$ cat config.mk
export PLATFORM = sky130hd
export DESIGN_NAME = efcp_framer
export DESIGN_NICKNAME = d
export VERILOG_FILES = /design/src/efcp_pkg.sv /design/src/efcp_framer.sv
export SDC_FILE = /design/constraint.sdc
export NUM_CORES = 1
export LEC_CHECK = 0
export ABC_AREA = 1
export BUFFER_PORTS_ARGS = -buffer_cell sky130_fd_sc_hd__buf_2
export CAP_MARGIN = 20
export CELL_PAD_IN_SITES_DETAIL_PLACEMENT = 1
export CELL_PAD_IN_SITES_GLOBAL_PLACEMENT = 2
export CORE_AREA = 2 2 211 213
export CTS_BUF_LIST = sky130_fd_sc_hd__clkbuf_4 sky130_fd_sc_hd__clkbuf_8 sky130_fd_sc_hd__clkbuf_16
export CTS_CLUSTER_DIAMETER = 150
export CTS_CLUSTER_SIZE = 8
export DETAILED_ROUTE_END_ITERATION = 6
export DIE_AREA = 0 0 213 215
export GPL_TIMING_DRIVEN = 1
export MAX_ROUTING_LAYER = met4
export PLACE_DENSITY = 0.86
export REMOVE_ABC_BUFFERS = 1
export SLEW_MARGIN = 25
export SYNTH_ARGS = -nofsm -noshare
export SYNTH_HDL_FRONTEND = slang
export SYNTH_SLANG_ARGS = --single-unit
$ cat constraint.sdc
create_clock -name clock -period 2.6 [get_ports clock]
set_input_delay 0.52 -clock clock [delete_from_list [all_inputs] [get_ports clock]]
set_output_delay 0.52 -clock clock [all_outputs]
set_load 0.1 [all_outputs]
$ cat src/efcp_pkg.sv
package efcp_pkg;
    // Channel word layout
    localparam int CW_FMT_LSB = 28;
    localparam int CW_RSV_LSB = 16;
    localparam int CW_CNT_LSB = 0;
    localparam logic [3:0] CW_FMT_IEEE8023 = 4'h0;
    localparam logic [11:0] CW_RSV_VALUE = 12'h000;
    localparam logic [15:0] CW_CNT_MAX = 16'hffff;
    localparam logic [3:0] CW_WORDS = 4'h2;

    // Frame identification word layout
    localparam int ID_MAC_ERR_BIT = 31;
    localparam int ID_TRN_ERR_BIT = 30;
    localparam int ID_CONTENT_LSB = 28;
    localparam int ID_SPEED_LSB = 24;
    localparam int ID_NET_LSB = 16;
    localparam int ID_PAY_ERR_BIT = 15;
    localparam int ID_LEN_ERR_BIT = 14;
    localparam int ID_LEN_W = 14;
    localparam logic [1:0] CONTENT_FULL_MAC = 2'h0;
    localparam logic [3:0] SPEED_AUTO = 4'h0;
    localparam logic [3:0] SPEED_10M = 4'h1;
    localparam logic [3:0] SPEED_100M = 4'h2;
    localparam logic [3:0] SPEED_1G = 4'h3;
    localparam logic [3:0] SPEED_10G = 4'h4;
    localparam logic [15:0] LEN_MIN = 16'h0040;
    localparam logic [15:0] LEN_MAX = 16'h05ee;
    localparam logic [3:0] HDR_WORDS = 4'h6;
    localparam logic [7:0] FILLER = 8'h00;

    // Register map
    localparam logic [7:0] REG_CTRL = 8'h00;
    localparam logic [7:0] REG_STATUS = 8'h04;
    localparam logic [7:0] REG_MASK = 8'h08;
    localparam logic [7:0] REG_COUNT = 8'h0c;
    localparam logic [7:0] REG_WPTR = 8'h10;
    localparam int CTRL_EN_BIT = 0;
    localparam int CTRL_TFMT_LSB = 2;
    localparam int CTRL_ABS_BIT = 6;
    localparam logic [31:0] CTRL_RESET = 32'h0000_0001;
    localparam logic [31:0] CTRL_MASK_BITS = 32'h0000_004d;
    localparam int ST_FRAME_BIT = 0;
    localparam int ST_PKT_BIT = 1;
    localparam int ST_LENERR_BIT = 2;
    localparam int ST_W = 3;

    typedef enum logic [1:0] {
        EFCP_IDLE,
        EFCP_DATA,
        EFCP_HDR,
        EFCP_CW
    } efcp_state_e;
endpackage : efcp_pkg

$ cat src/efcp_framer.sv
// Added by the designer: the placing of the registers and the plain strobed port.
`timescale 1ns/100ps
module efcp_framer #(
    parameter int ADDR_W = 16
) (
    input wire logic clock,
    input wire logic srst,
    input wire logic [7:0] reg_addr,
    input wire logic [31:0] reg_wdata,
    input wire logic reg_wr,
    input wire logic reg_rd,
    output logic [31:0] reg_rdata,
    output logic irq,
    input wire logic [63:0] abs_time,
    input wire logic frm_start,
    input wire logic [3:0] frm_speed,
    input wire logic [7:0] frm_network_identifier,
    output logic start_ready,
    input wire logic byte_valid,
    input wire logic [7:0] byte_data,
    input wire logic byte_last,
    input wire logic byte_mac_check_error,
    input wire logic byte_transmission_error,
    input wire logic byte_payload_check_error,
    output logic byte_ready,
    input wire logic pkt_close,
    output logic close_ready,
    output logic out_valid,
    output logic [ADDR_W-1:0] out_addr,
    output logic [15:0] out_word
);

    ////////////////////////////////////////////////////////////////////////////

    efcp_pkg::efcp_state_e st_reg;
    logic [31:0] ctrl_reg;
    logic [efcp_pkg::ST_W-1:0] status_reg;
    logic [efcp_pkg::ST_W-1:0] mask_reg;
    logic [efcp_pkg::ST_W-1:0] event_next;
    logic [47:0] rtc_reg;
    logic [63:0] ts_reg;
    logic ts_abs_reg;
    logic [15:0] len_reg;
    logic [15:0] count_reg;
    logic [ADDR_W-1:0] wptr_reg;
    logic [ADDR_W-1:0] base_reg;
    logic [3:0] idx_reg;
    logic [7:0] hold_reg;
    logic [3:0] speed_reg;
    logic [7:0] net_reg;
    logic mac_err_reg;
    logic trn_err_reg;
    logic pay_err_reg;
    logic start_take;
    logic close_take;
    logic byte_take;
    logic len_bad;
    logic [31:0] id_word;
    logic [31:0] cw_word;

    // Select one 16-bit half of a 32-bit word
    function automatic logic [15:0] half_sel(input logic [31:0] w, input logic hi);
        half_sel = hi ? w[31:16] : w[15:0];
    endfunction : half_sel

    function automatic logic reg_hit(input logic [7:0] a, input logic [7:0] off);
        reg_hit = (a == off);
    endfunction : reg_hit

    ////////////////////////////////////////////////////////////////////////////
    // Handshakes

    // Start beats close so a waiting frame is never starved by a close
    assign start_ready = (st_reg == efcp_pkg::EFCP_IDLE) && ctrl_reg[efcp_pkg::CTRL_EN_BIT]
        && (count_reg != efcp_pkg::CW_CNT_MAX);
    assign close_ready = (st_reg == efcp_pkg::EFCP_IDLE) && !frm_start;
    assign byte_ready = (st_reg == efcp_pkg::EFCP_DATA);
    assign start_take = frm_start && start_ready;
    assign close_take = pkt_close && close_ready;
    assign byte_take = byte_valid && byte_ready;

    ////////////////////////////////////////////////////////////////////////////
    // Word assembly

    assign len_bad = (len_reg < efcp_pkg::LEN_MIN) || (len_reg > efcp_pkg::LEN_MAX);

    always_comb begin
        id_word = '0;
        id_word[efcp_pkg::ID_MAC_ERR_BIT] = mac_err_reg;
        id_word[efcp_pkg::ID_TRN_ERR_BIT] = trn_err_reg;
        id_word[efcp_pkg::ID_CONTENT_LSB +: 2] = efcp_pkg::CONTENT_FULL_MAC;
        id_word[efcp_pkg::ID_SPEED_LSB +: 4] = speed_reg;
        id_word[efcp_pkg::ID_NET_LSB +: 8] = net_reg;
        id_word[efcp_pkg::ID_PAY_ERR_BIT] = pay_err_reg;
        id_word[efcp_pkg::ID_LEN_ERR_BIT] = len_bad;
        id_word[efcp_pkg::ID_LEN_W-1:0] = len_reg[efcp_pkg::ID_LEN_W-1:0];
    end

    always_comb begin
        cw_word = '0;
        cw_word[efcp_pkg::CW_FMT_LSB +: 4] = efcp_pkg::CW_FMT_IEEE8023;
        cw_word[efcp_pkg::CW_RSV_LSB +: 12] = efcp_pkg::CW_RSV_VALUE;
        cw_word[efcp_pkg::CW_CNT_LSB +: 16] = count_reg;
    end

    ////////////////////////////////////////////////////////////////////////////
    // Relative time counter, free running

    always_ff @(posedge clock) begin
        if (srst) begin
            rtc_reg <= '0;
        end else begin
            rtc_reg <= rtc_reg + 48'h1;
        end
    end

    ////////////////////////////////////////////////////////////////////////////
    // Sequencer

    always_ff @(posedge clock) begin
        if (srst) begin
            st_reg <= efcp_pkg::EFCP_IDLE;
            idx_reg <= '0;
        end else begin
            case (st_reg)
                efcp_pkg::EFCP_IDLE: begin
                    idx_reg <= '0;
                    if (start_take) begin
                        st_reg <= efcp_pkg::EFCP_DATA;
                    end else if (close_take) begin
                        st_reg <= efcp_pkg::EFCP_CW;
                    end
                end
                efcp_pkg::EFCP_DATA: begin
                    if (byte_take && byte_last) begin
                        st_reg <= efcp_pkg::EFCP_HDR;
                    end
                end
                efcp_pkg::EFCP_HDR: begin
                    idx_reg <= idx_reg + 4'h1;
                    if (idx_reg == efcp_pkg::HDR_WORDS - 4'h1) begin
                        st_reg <= efcp_pkg::EFCP_IDLE;
                    end
                end
                efcp_pkg::EFCP_CW: begin
                    idx_reg <= idx_reg + 4'h1;
                    if (idx_reg == efcp_pkg::CW_WORDS - 4'h1) begin
                        st_reg <= efcp_pkg::EFCP_IDLE;
                    end
                end
                default: begin
                    st_reg <= efcp_pkg::EFCP_IDLE;
                end
            endcase
        end
    end

    ////////////////////////////////////////////////////////////////////////////
    // Frame bookkeeping

    // The header slot is reserved up front and filled once length and errors are known
    always_ff @(posedge clock) begin
        if (srst) begin
            wptr_reg <= ADDR_W'(efcp_pkg::CW_WORDS);
            base_reg <= '0;
            count_reg <= '0;
        end else if (start_take) begin
            base_reg <= wptr_reg;
            wptr_reg <= wptr_reg + ADDR_W'(efcp_pkg::HDR_WORDS);
        end else if (byte_take && (len_reg[0] || byte_last)) begin
            wptr_reg <= wptr_reg + ADDR_W'(1);
        end else if (st_reg == efcp_pkg::EFCP_HDR && idx_reg == efcp_pkg::HDR_WORDS - 4'h1) begin
            count_reg <= count_reg + 16'h1;
        end else if (st_reg == efcp_pkg::EFCP_CW && idx_reg == efcp_pkg::CW_WORDS - 4'h1) begin
            wptr_reg <= ADDR_W'(efcp_pkg::CW_WORDS);
            count_reg <= '0;
        end
    end

    always_ff @(posedge clock) begin
        if (srst) begin
            speed_reg <= efcp_pkg::SPEED_AUTO;
            net_reg <= '0;
        end else if (start_take) begin
            speed_reg <= frm_speed;
            net_reg <= frm_network_identifier;
        end
    end

    // Length saturates so a runaway frame cannot wrap back to a legal size
    always_ff @(posedge clock) begin
        if (srst) begin
            len_reg <= '0;
        end else if (start_take) begin
            len_reg <= '0;
        end else if (byte_take && len_reg != 16'hffff) begin
            len_reg <= len_reg + 16'h1;
        end
    end

    always_ff @(posedge clock) begin
        if (srst) begin
            ts_reg <= '0;
            ts_abs_reg <= 1'b0;
        end else if (byte_take && len_reg == 16'h0) begin
            if (ctrl_reg[efcp_pkg::CTRL_ABS_BIT]) begin
                ts_reg <= abs_time;
            end else begin
                ts_reg <= {16'h0000, rtc_reg};
            end
            ts_abs_reg <= ctrl_reg[efcp_pkg::CTRL_ABS_BIT];
        end
    end

    always_ff @(posedge clock) begin
        if (srst) begin
            mac_err_reg <= 1'b0;
            trn_err_reg <= 1'b0;
            pay_err_reg <= 1'b0;
        end else if (byte_take && byte_last) begin
            mac_err_reg <= byte_mac_check_error;
            trn_err_reg <= byte_transmission_error;
            pay_err_reg <= byte_payload_check_error;
        end
    end

    always_ff @(posedge clock) begin
        if (srst) begin
            hold_reg <= '0;
        end else if (byte_take && !len_reg[0]) begin
            hold_reg <= byte_data;
        end
    end

    ////////////////////////////////////////////////////////////////////////////
    // Output word stream

    always_ff @(posedge clock) begin
        if (srst) begin
            out_valid <= 1'b0;
            out_addr <= '0;
            out_word <= '0;
        end else begin
            out_valid <= 1'b0;
            if (byte_take && len_reg[0]) begin
                out_valid <= 1'b1;
                out_addr <= wptr_reg;
                out_word <= {byte_data, hold_reg};
            end else if (byte_take && byte_last) begin
                out_valid <= 1'b1;
                out_addr <= wptr_reg;
                out_word <= {efcp_pkg::FILLER, byte_data};
            end else if (st_reg == efcp_pkg::EFCP_HDR) begin
                out_valid <= 1'b1;
                out_addr <= base_reg + ADDR_W'(idx_reg);
                case (idx_reg)
                    4'h0: out_word <= ts_reg[15:0];
                    4'h1: out_word <= ts_reg[31:16];
                    4'h2: out_word <= ts_reg[47:32];
                    4'h3: out_word <= ts_reg[63:48];
                    4'h4: out_word <= half_sel(id_word, 1'b0);
                    default: out_word <= half_sel(id_word, 1'b1);
                endcase
            end else if (st_reg == efcp_pkg::EFCP_CW) begin
                out_valid <= 1'b1;
                out_addr <= ADDR_W'(idx_reg);
                out_word <= half_sel(cw_word, idx_reg[0]);
            end
        end
    end

    ////////////////////////////////////////////////////////////////////////////
    // Registers and interrupt

    always_comb begin
        event_next = '0;
        event_next[efcp_pkg::ST_FRAME_BIT] = (st_reg == efcp_pkg::EFCP_HDR)
            && (idx_reg == efcp_pkg::HDR_WORDS - 4'h1);
        event_next[efcp_pkg::ST_LENERR_BIT] = event_next[efcp_pkg::ST_FRAME_BIT] && len_bad;
        event_next[efcp_pkg::ST_PKT_BIT] = (st_reg == efcp_pkg::EFCP_CW)
            && (idx_reg == efcp_pkg::CW_WORDS - 4'h1);
    end

    always_ff @(posedge clock) begin
        if (srst) begin
            ctrl_reg <= efcp_pkg::CTRL_RESET;
            mask_reg <= '0;
        end else if (reg_wr && reg_hit(reg_addr, efcp_pkg::REG_CTRL)) begin
            ctrl_reg <= reg_wdata & efcp_pkg::CTRL_MASK_BITS;
        end else if (reg_wr && reg_hit(reg_addr, efcp_pkg::REG_MASK)) begin
            mask_reg <= reg_wdata[efcp_pkg::ST_W-1:0];
        end
    end

    // A read clears the sticky bits, but an event in the same cycle survives
    always_ff @(posedge clock) begin
        if (srst) begin
            status_reg <= '0;
        end else if (reg_rd && reg_hit(reg_addr, efcp_pkg::REG_STATUS)) begin
            status_reg <= event_next;
        end else begin
            status_reg <= status_reg | event_next;
        end
    end

    always_ff @(posedge clock) begin
        if (srst) begin
            reg_rdata <= '0;
        end else begin
            reg_rdata <= '0;
            if (reg_rd) begin
                case (reg_addr)
                    efcp_pkg::REG_CTRL: reg_rdata <= ctrl_reg;
                    efcp_pkg::REG_STATUS: reg_rdata <= 32'(status_reg);
                    efcp_pkg::REG_MASK: reg_rdata <= 32'(mask_reg);
                    efcp_pkg::REG_COUNT: reg_rdata <= {16'h0000, count_reg};
                    efcp_pkg::REG_WPTR: reg_rdata <= 32'(wptr_reg);
                    default: reg_rdata <= '0;
                endcase
            end
        end
    end

    assign irq = |(status_reg & mask_reg);

    ////////////////////////////////////////////////////////////////////////////
    // Checks

    a_cw_first_addr: assert property (@(posedge clock) disable iff (srst)
        close_take |=> ##1 (out_valid && out_addr == '0) ##1 (out_addr == ADDR_W'(1)))
        else $error("channel word not at body start");

    a_cw_format_code: assert property (@(posedge clock) disable iff (srst)
        (st_reg == efcp_pkg::EFCP_CW && idx_reg == 4'h1) |=> out_word[15:12] == 4'h0)
        else $error("channel word format code wrong");

    a_cw_reserved_zero: assert property (@(posedge clock) disable iff (srst)
        (st_reg == efcp_pkg::EFCP_CW && idx_reg == 4'h1) |=> out_word[11:0] == 12'h000)
        else $error("channel word reserved bits set");

    a_cw_frame_count: assert property (@(posedge clock) disable iff (srst)
        (st_reg == efcp_pkg::EFCP_CW && idx_reg == 4'h0) |=> out_word == $past(count_reg))
        else $error("channel word count wrong");

    a_hdr_slot_order: assert property (@(posedge clock) disable iff (srst)
        start_take |=> (base_reg == $past(wptr_reg)) && (wptr_reg == ADDR_W'($past(wptr_reg) + 6)))
        else $error("header slot not reserved");

    a_ts_high_zero: assert property (@(posedge clock) disable iff (srst)
        (st_reg == efcp_pkg::EFCP_HDR && idx_reg == 4'h3 && !ts_abs_reg) |=> out_word == '0)
        else $error("relative time high bits not zero");

    a_mac_err_bit: assert property (@(posedge clock) disable iff (srst)
        (byte_take && byte_last) |=> ##6 out_word[15] == $past(byte_mac_check_error, 7))
        else $error("mac check error bit wrong");

    a_len_err_bit: assert property (@(posedge clock) disable iff (srst)
        (st_reg == efcp_pkg::EFCP_HDR && idx_reg == 4'h4) |=>
        out_word[14] == ($past(len_reg) < 64 || $past(len_reg) > 1518))
        else $error("length error bit wrong");

    a_len_field: assert property (@(posedge clock) disable iff (srst)
        (st_reg == efcp_pkg::EFCP_HDR && idx_reg == 4'h4) |=> out_word[13:0] == $past(len_reg[13:0]))
        else $error("length field wrong");

    a_filler_zero: assert property (@(posedge clock) disable iff (srst)
        (byte_take && byte_last && !len_reg[0]) |=> out_valid && out_word[15:8] == 8'h00)
        else $error("filler byte not zero");

    a_count_step: assert property (@(posedge clock) disable iff (srst)
        (st_reg == efcp_pkg::EFCP_HDR && idx_reg == 4'h5) |=> count_reg == $past(count_reg) + 16'h1)
        else $error("frame count not advanced");

endmodule : efcp_framer

==> impl_metrics.py <==
metrics = {
    "status": {
        "outcome": "complete, no violations",
    },
    "worst_setup_path": {
        "worstPathArrival_ps": 2980,
        "reg2reg_from": "idx_reg[0]",
        "crit_fanout": 12,
        "crit_end": "out_word[9]",
        "worstPathRequired_ps": 3060,
        "r2r_slack_ps": 80,
        "startpoint": "idx_reg[0]",
        "r2r-end": "out_word[9]",
        "rr_worst_depth": 10,
        "cp-end-kind": "flop",
        "cp-start-kind": "flop",
        "worstSetupPathType": "flop to flop",
    },
    "power": {
        "ir_drop_mv": 0.483,
        "p_leak_nw": 6.29,
        "p_per_area_nw_per_um2": 818,
    },
    "cts": {
        "clock-sinks": 264,
        "postCtsHoldBufs": 0,
        "clk_path_buf_depth": 3,
        "cts_tree": "built",
        "cts.clk_slew.worst_paths_ps": 50,
        "cts_buffers": 38,
        "cts-root-buf": "clkbuf_16",
        "clkLatencyLatePin_ps": 550,
        "htreeDepth": 2,
    },
    "synthesis": {
        "syn_avg_cell_area_um2": 6.82,
        "synth_seq_cells": 264,
        "synth.distinct_cells": 61,
        "synth_top_area_share": 0.383,
        "ys_seq_area_frac": 0.383,
        "synthArstFlopShare": 0,
        "synth_top_area_cell": "dfxtp_1",
        "synth_ff_type": "dfxtp_1",
        "ys.warnings.count": 0,
        "synth_edf_count": 0,
        "synth_commonest_cells": "495 x nand2_1, 264 x dfxtp_1, 192 x inv_1",
        "netlist_area_um2": 13800,
        "syn_inst": 2023,
        "yosysMostFrequentCell": "nand2_1",
        "synthTopCellsByArea": "dfxtp_1 38%, nand2_1 13%, a21oi_1 6.7%, o21ai_0 5.5%, inv_1 5.2%",
    },
    "timing": {
        "worstMarginPinSlew_ps": 671,
        "slew_violations": 0,
        "min_period_ps": 2520,
        "fmax_mhz": 396,
        "finalCritPeriodShare": 0.970,
        "hold_ws_ps": 210,
        "skew_ps": 17.4,
        "slew_headroom": 0.553,
        "setup_viol": 0,
        "rsz0062_at_grt": "false",
        "tns_ps": 0,
        "hold_viol_final": 0,
    },
    "place": {
        "dp_cells": 2744,
        "place_congestion": 0.903,
        "port_buffers": 160,
        "hpwl_mm": 42.2,
    },
    "floorplanning": {
        "start_util": 0.316,
        "coreArea_um2": 43600,
        "ios": 204,
        "die_h_um": 215,
        "rows": 77,
        "dieArea_um2": 45800,
        "die_width_um": 213,
    },
    "drt": {
        "vias": 14300,
        "wl_per_cell_um": 19.4,
        "routed_wl_mm": 54.2,
        "drc": 0,
        "antenna_left": 0,
        "drt-vias-per-instance": 5.13,
        "drt_iter0_drc": 854,
        "drt_pass1_iterations": 4,
    },
    "global_routing": {
        "use_met1": 0.298,
        "gr-usage-met3": 0.0295,
        "grt-ovfl-total": 0,
        "grt_pass1_wl_mm": 84.0,
        "busiest_layer": "met2",
        "grt_pass1_vias": 14700,
        "use_met2": 0.418,
        "track_usage": 0.245,
        "grt_max_degree": 60,
        "antenna_found_initial": 0,
    },
    "min_path": {
        "min_path_type": "input pin to flop",
    },
    "layout": {
        "utilization": 0.376,
        "drive_gt1_frac": 0.149,
        "final-instance-count-excl-fill": 2786,
        "largest_register_ffs": 64,
        "synthToLayoutAreaGrowth_pct": 19.1,
        "fin_nets": 2344,
        "antenna_cells": 0,
    },
    "run": {
        "drv_cap": 0,
    },
}
==> critical path, cell delays in order, from the launching register on <==
cell and delay (ps):
dfxtp_1 340, buf_4 190, inv_1 120, ha_1 270
nand3_2 240, inv_1 150, nor3_4 440, a21oi_1 120
nand2_1 130, nand3_1 210, a21oi_1 200
==> routing by layer <==
layer  share of wire  vias up  wire, µm
met1            0.44     6908     23900
li1                -     7037         -
met5               0        -         0
met2            0.50      270     26900
met4           0.031        0      1680
met3           0.032       87      1740
==> cells by family (layout without fill, tap and decap cells) <==
group | Yosys count | after routing | synth area share
and+or+nand+nor | 932 | 932 | 0.298
AOI/OAI and AO/OA | 467 | 467 | 0.188
buffers and inverters | 309 | 465 | 0.0937
DFF | 264 | 264 | 0.383
xor gates and xnor gates | 34 | 34 | 0.0216
adders and majority gates | 16 | 16 | 0.0151
other | 1 | 16 | 0.000272
==> final cells by class <==
cell class              instances  area, µm²
flip-flops and latches        264       5290
well taps                     592        741
clock buffers                  41       1030
repair buffers                221       1320
fillers                      5590      27200
multi-input cells            1465       7290
inverters                     203        763
==> through the flow <==
stage	power, mW	setup slack, ps	cell area [µm²]
finish	13.4	77.2	16400
global route	14.1	1.41	16400
CTS	13.5	2.58	16400
detailed placement	8.90	72.6	15400
global placement	8.82	67.9	15400
floorplan	7.41	-419	13300
==> placed cells by master (no fill, tap or decap), drive strengths merged, types with 3 or more instances in the layout <==
cell type and n:
a211oi 11, nor2 202, a31oi 58, o22ai 10
nand2 501, nor3 64, nor4 16, o21ai 165
nor3b 9, a21oi 185, a32oi 6, ha 15
a311oi 4, buf 221, dfxtp 264, o31ai 5
nand3 97, nand4 35, clkbuf 41, or2 6
o21a 4, xor2 32, inv 201, o2111ai 3
o211ai 5, conb 16
==> worst min-delay path by stage <==
| stage | from | endpoint | slack, ps | cells past startpoint |
|---|---|---|---|---|
| after global routing | reg_wdata[3] | ctrl_reg[3] | 210 | 3 |
| after CTS | reg_wdata[0] | ctrl_reg[0] | 190 | 3 |
| final | reg_wdata[3] | ctrl_reg[3] | 210 | 3 |
| after global placement | net_reg[1] | net_reg[1] | 440 | 2 |
| after floorplan | net_reg[0] | net_reg[0] | 430 | 2 |
| after detailed placement | out_word[2] | out_word[2] | 440 | 2 |
==> power breakdown <==
part | leakage (nW) | internal [mW] | switching (mW) | total [mW]
combinational | 3.65 | 0.991 | 2.89 | 3.89
clock | 0.505 | 2.74 | 1.83 | 4.57
sequential | 2.14 | 4.57 | 0.408 | 4.98
==> timing repair <==
| item | CTS | global route |
|---|---|---|
| gates resized for setup | 4 | 7 |
| setup endpoints to repair | 1 | 6 |
| pin swaps | 0 | 1 |
| buffers inserted | 0 | 1 |
No activity file was read; power rests on OpenSTA's default activity.
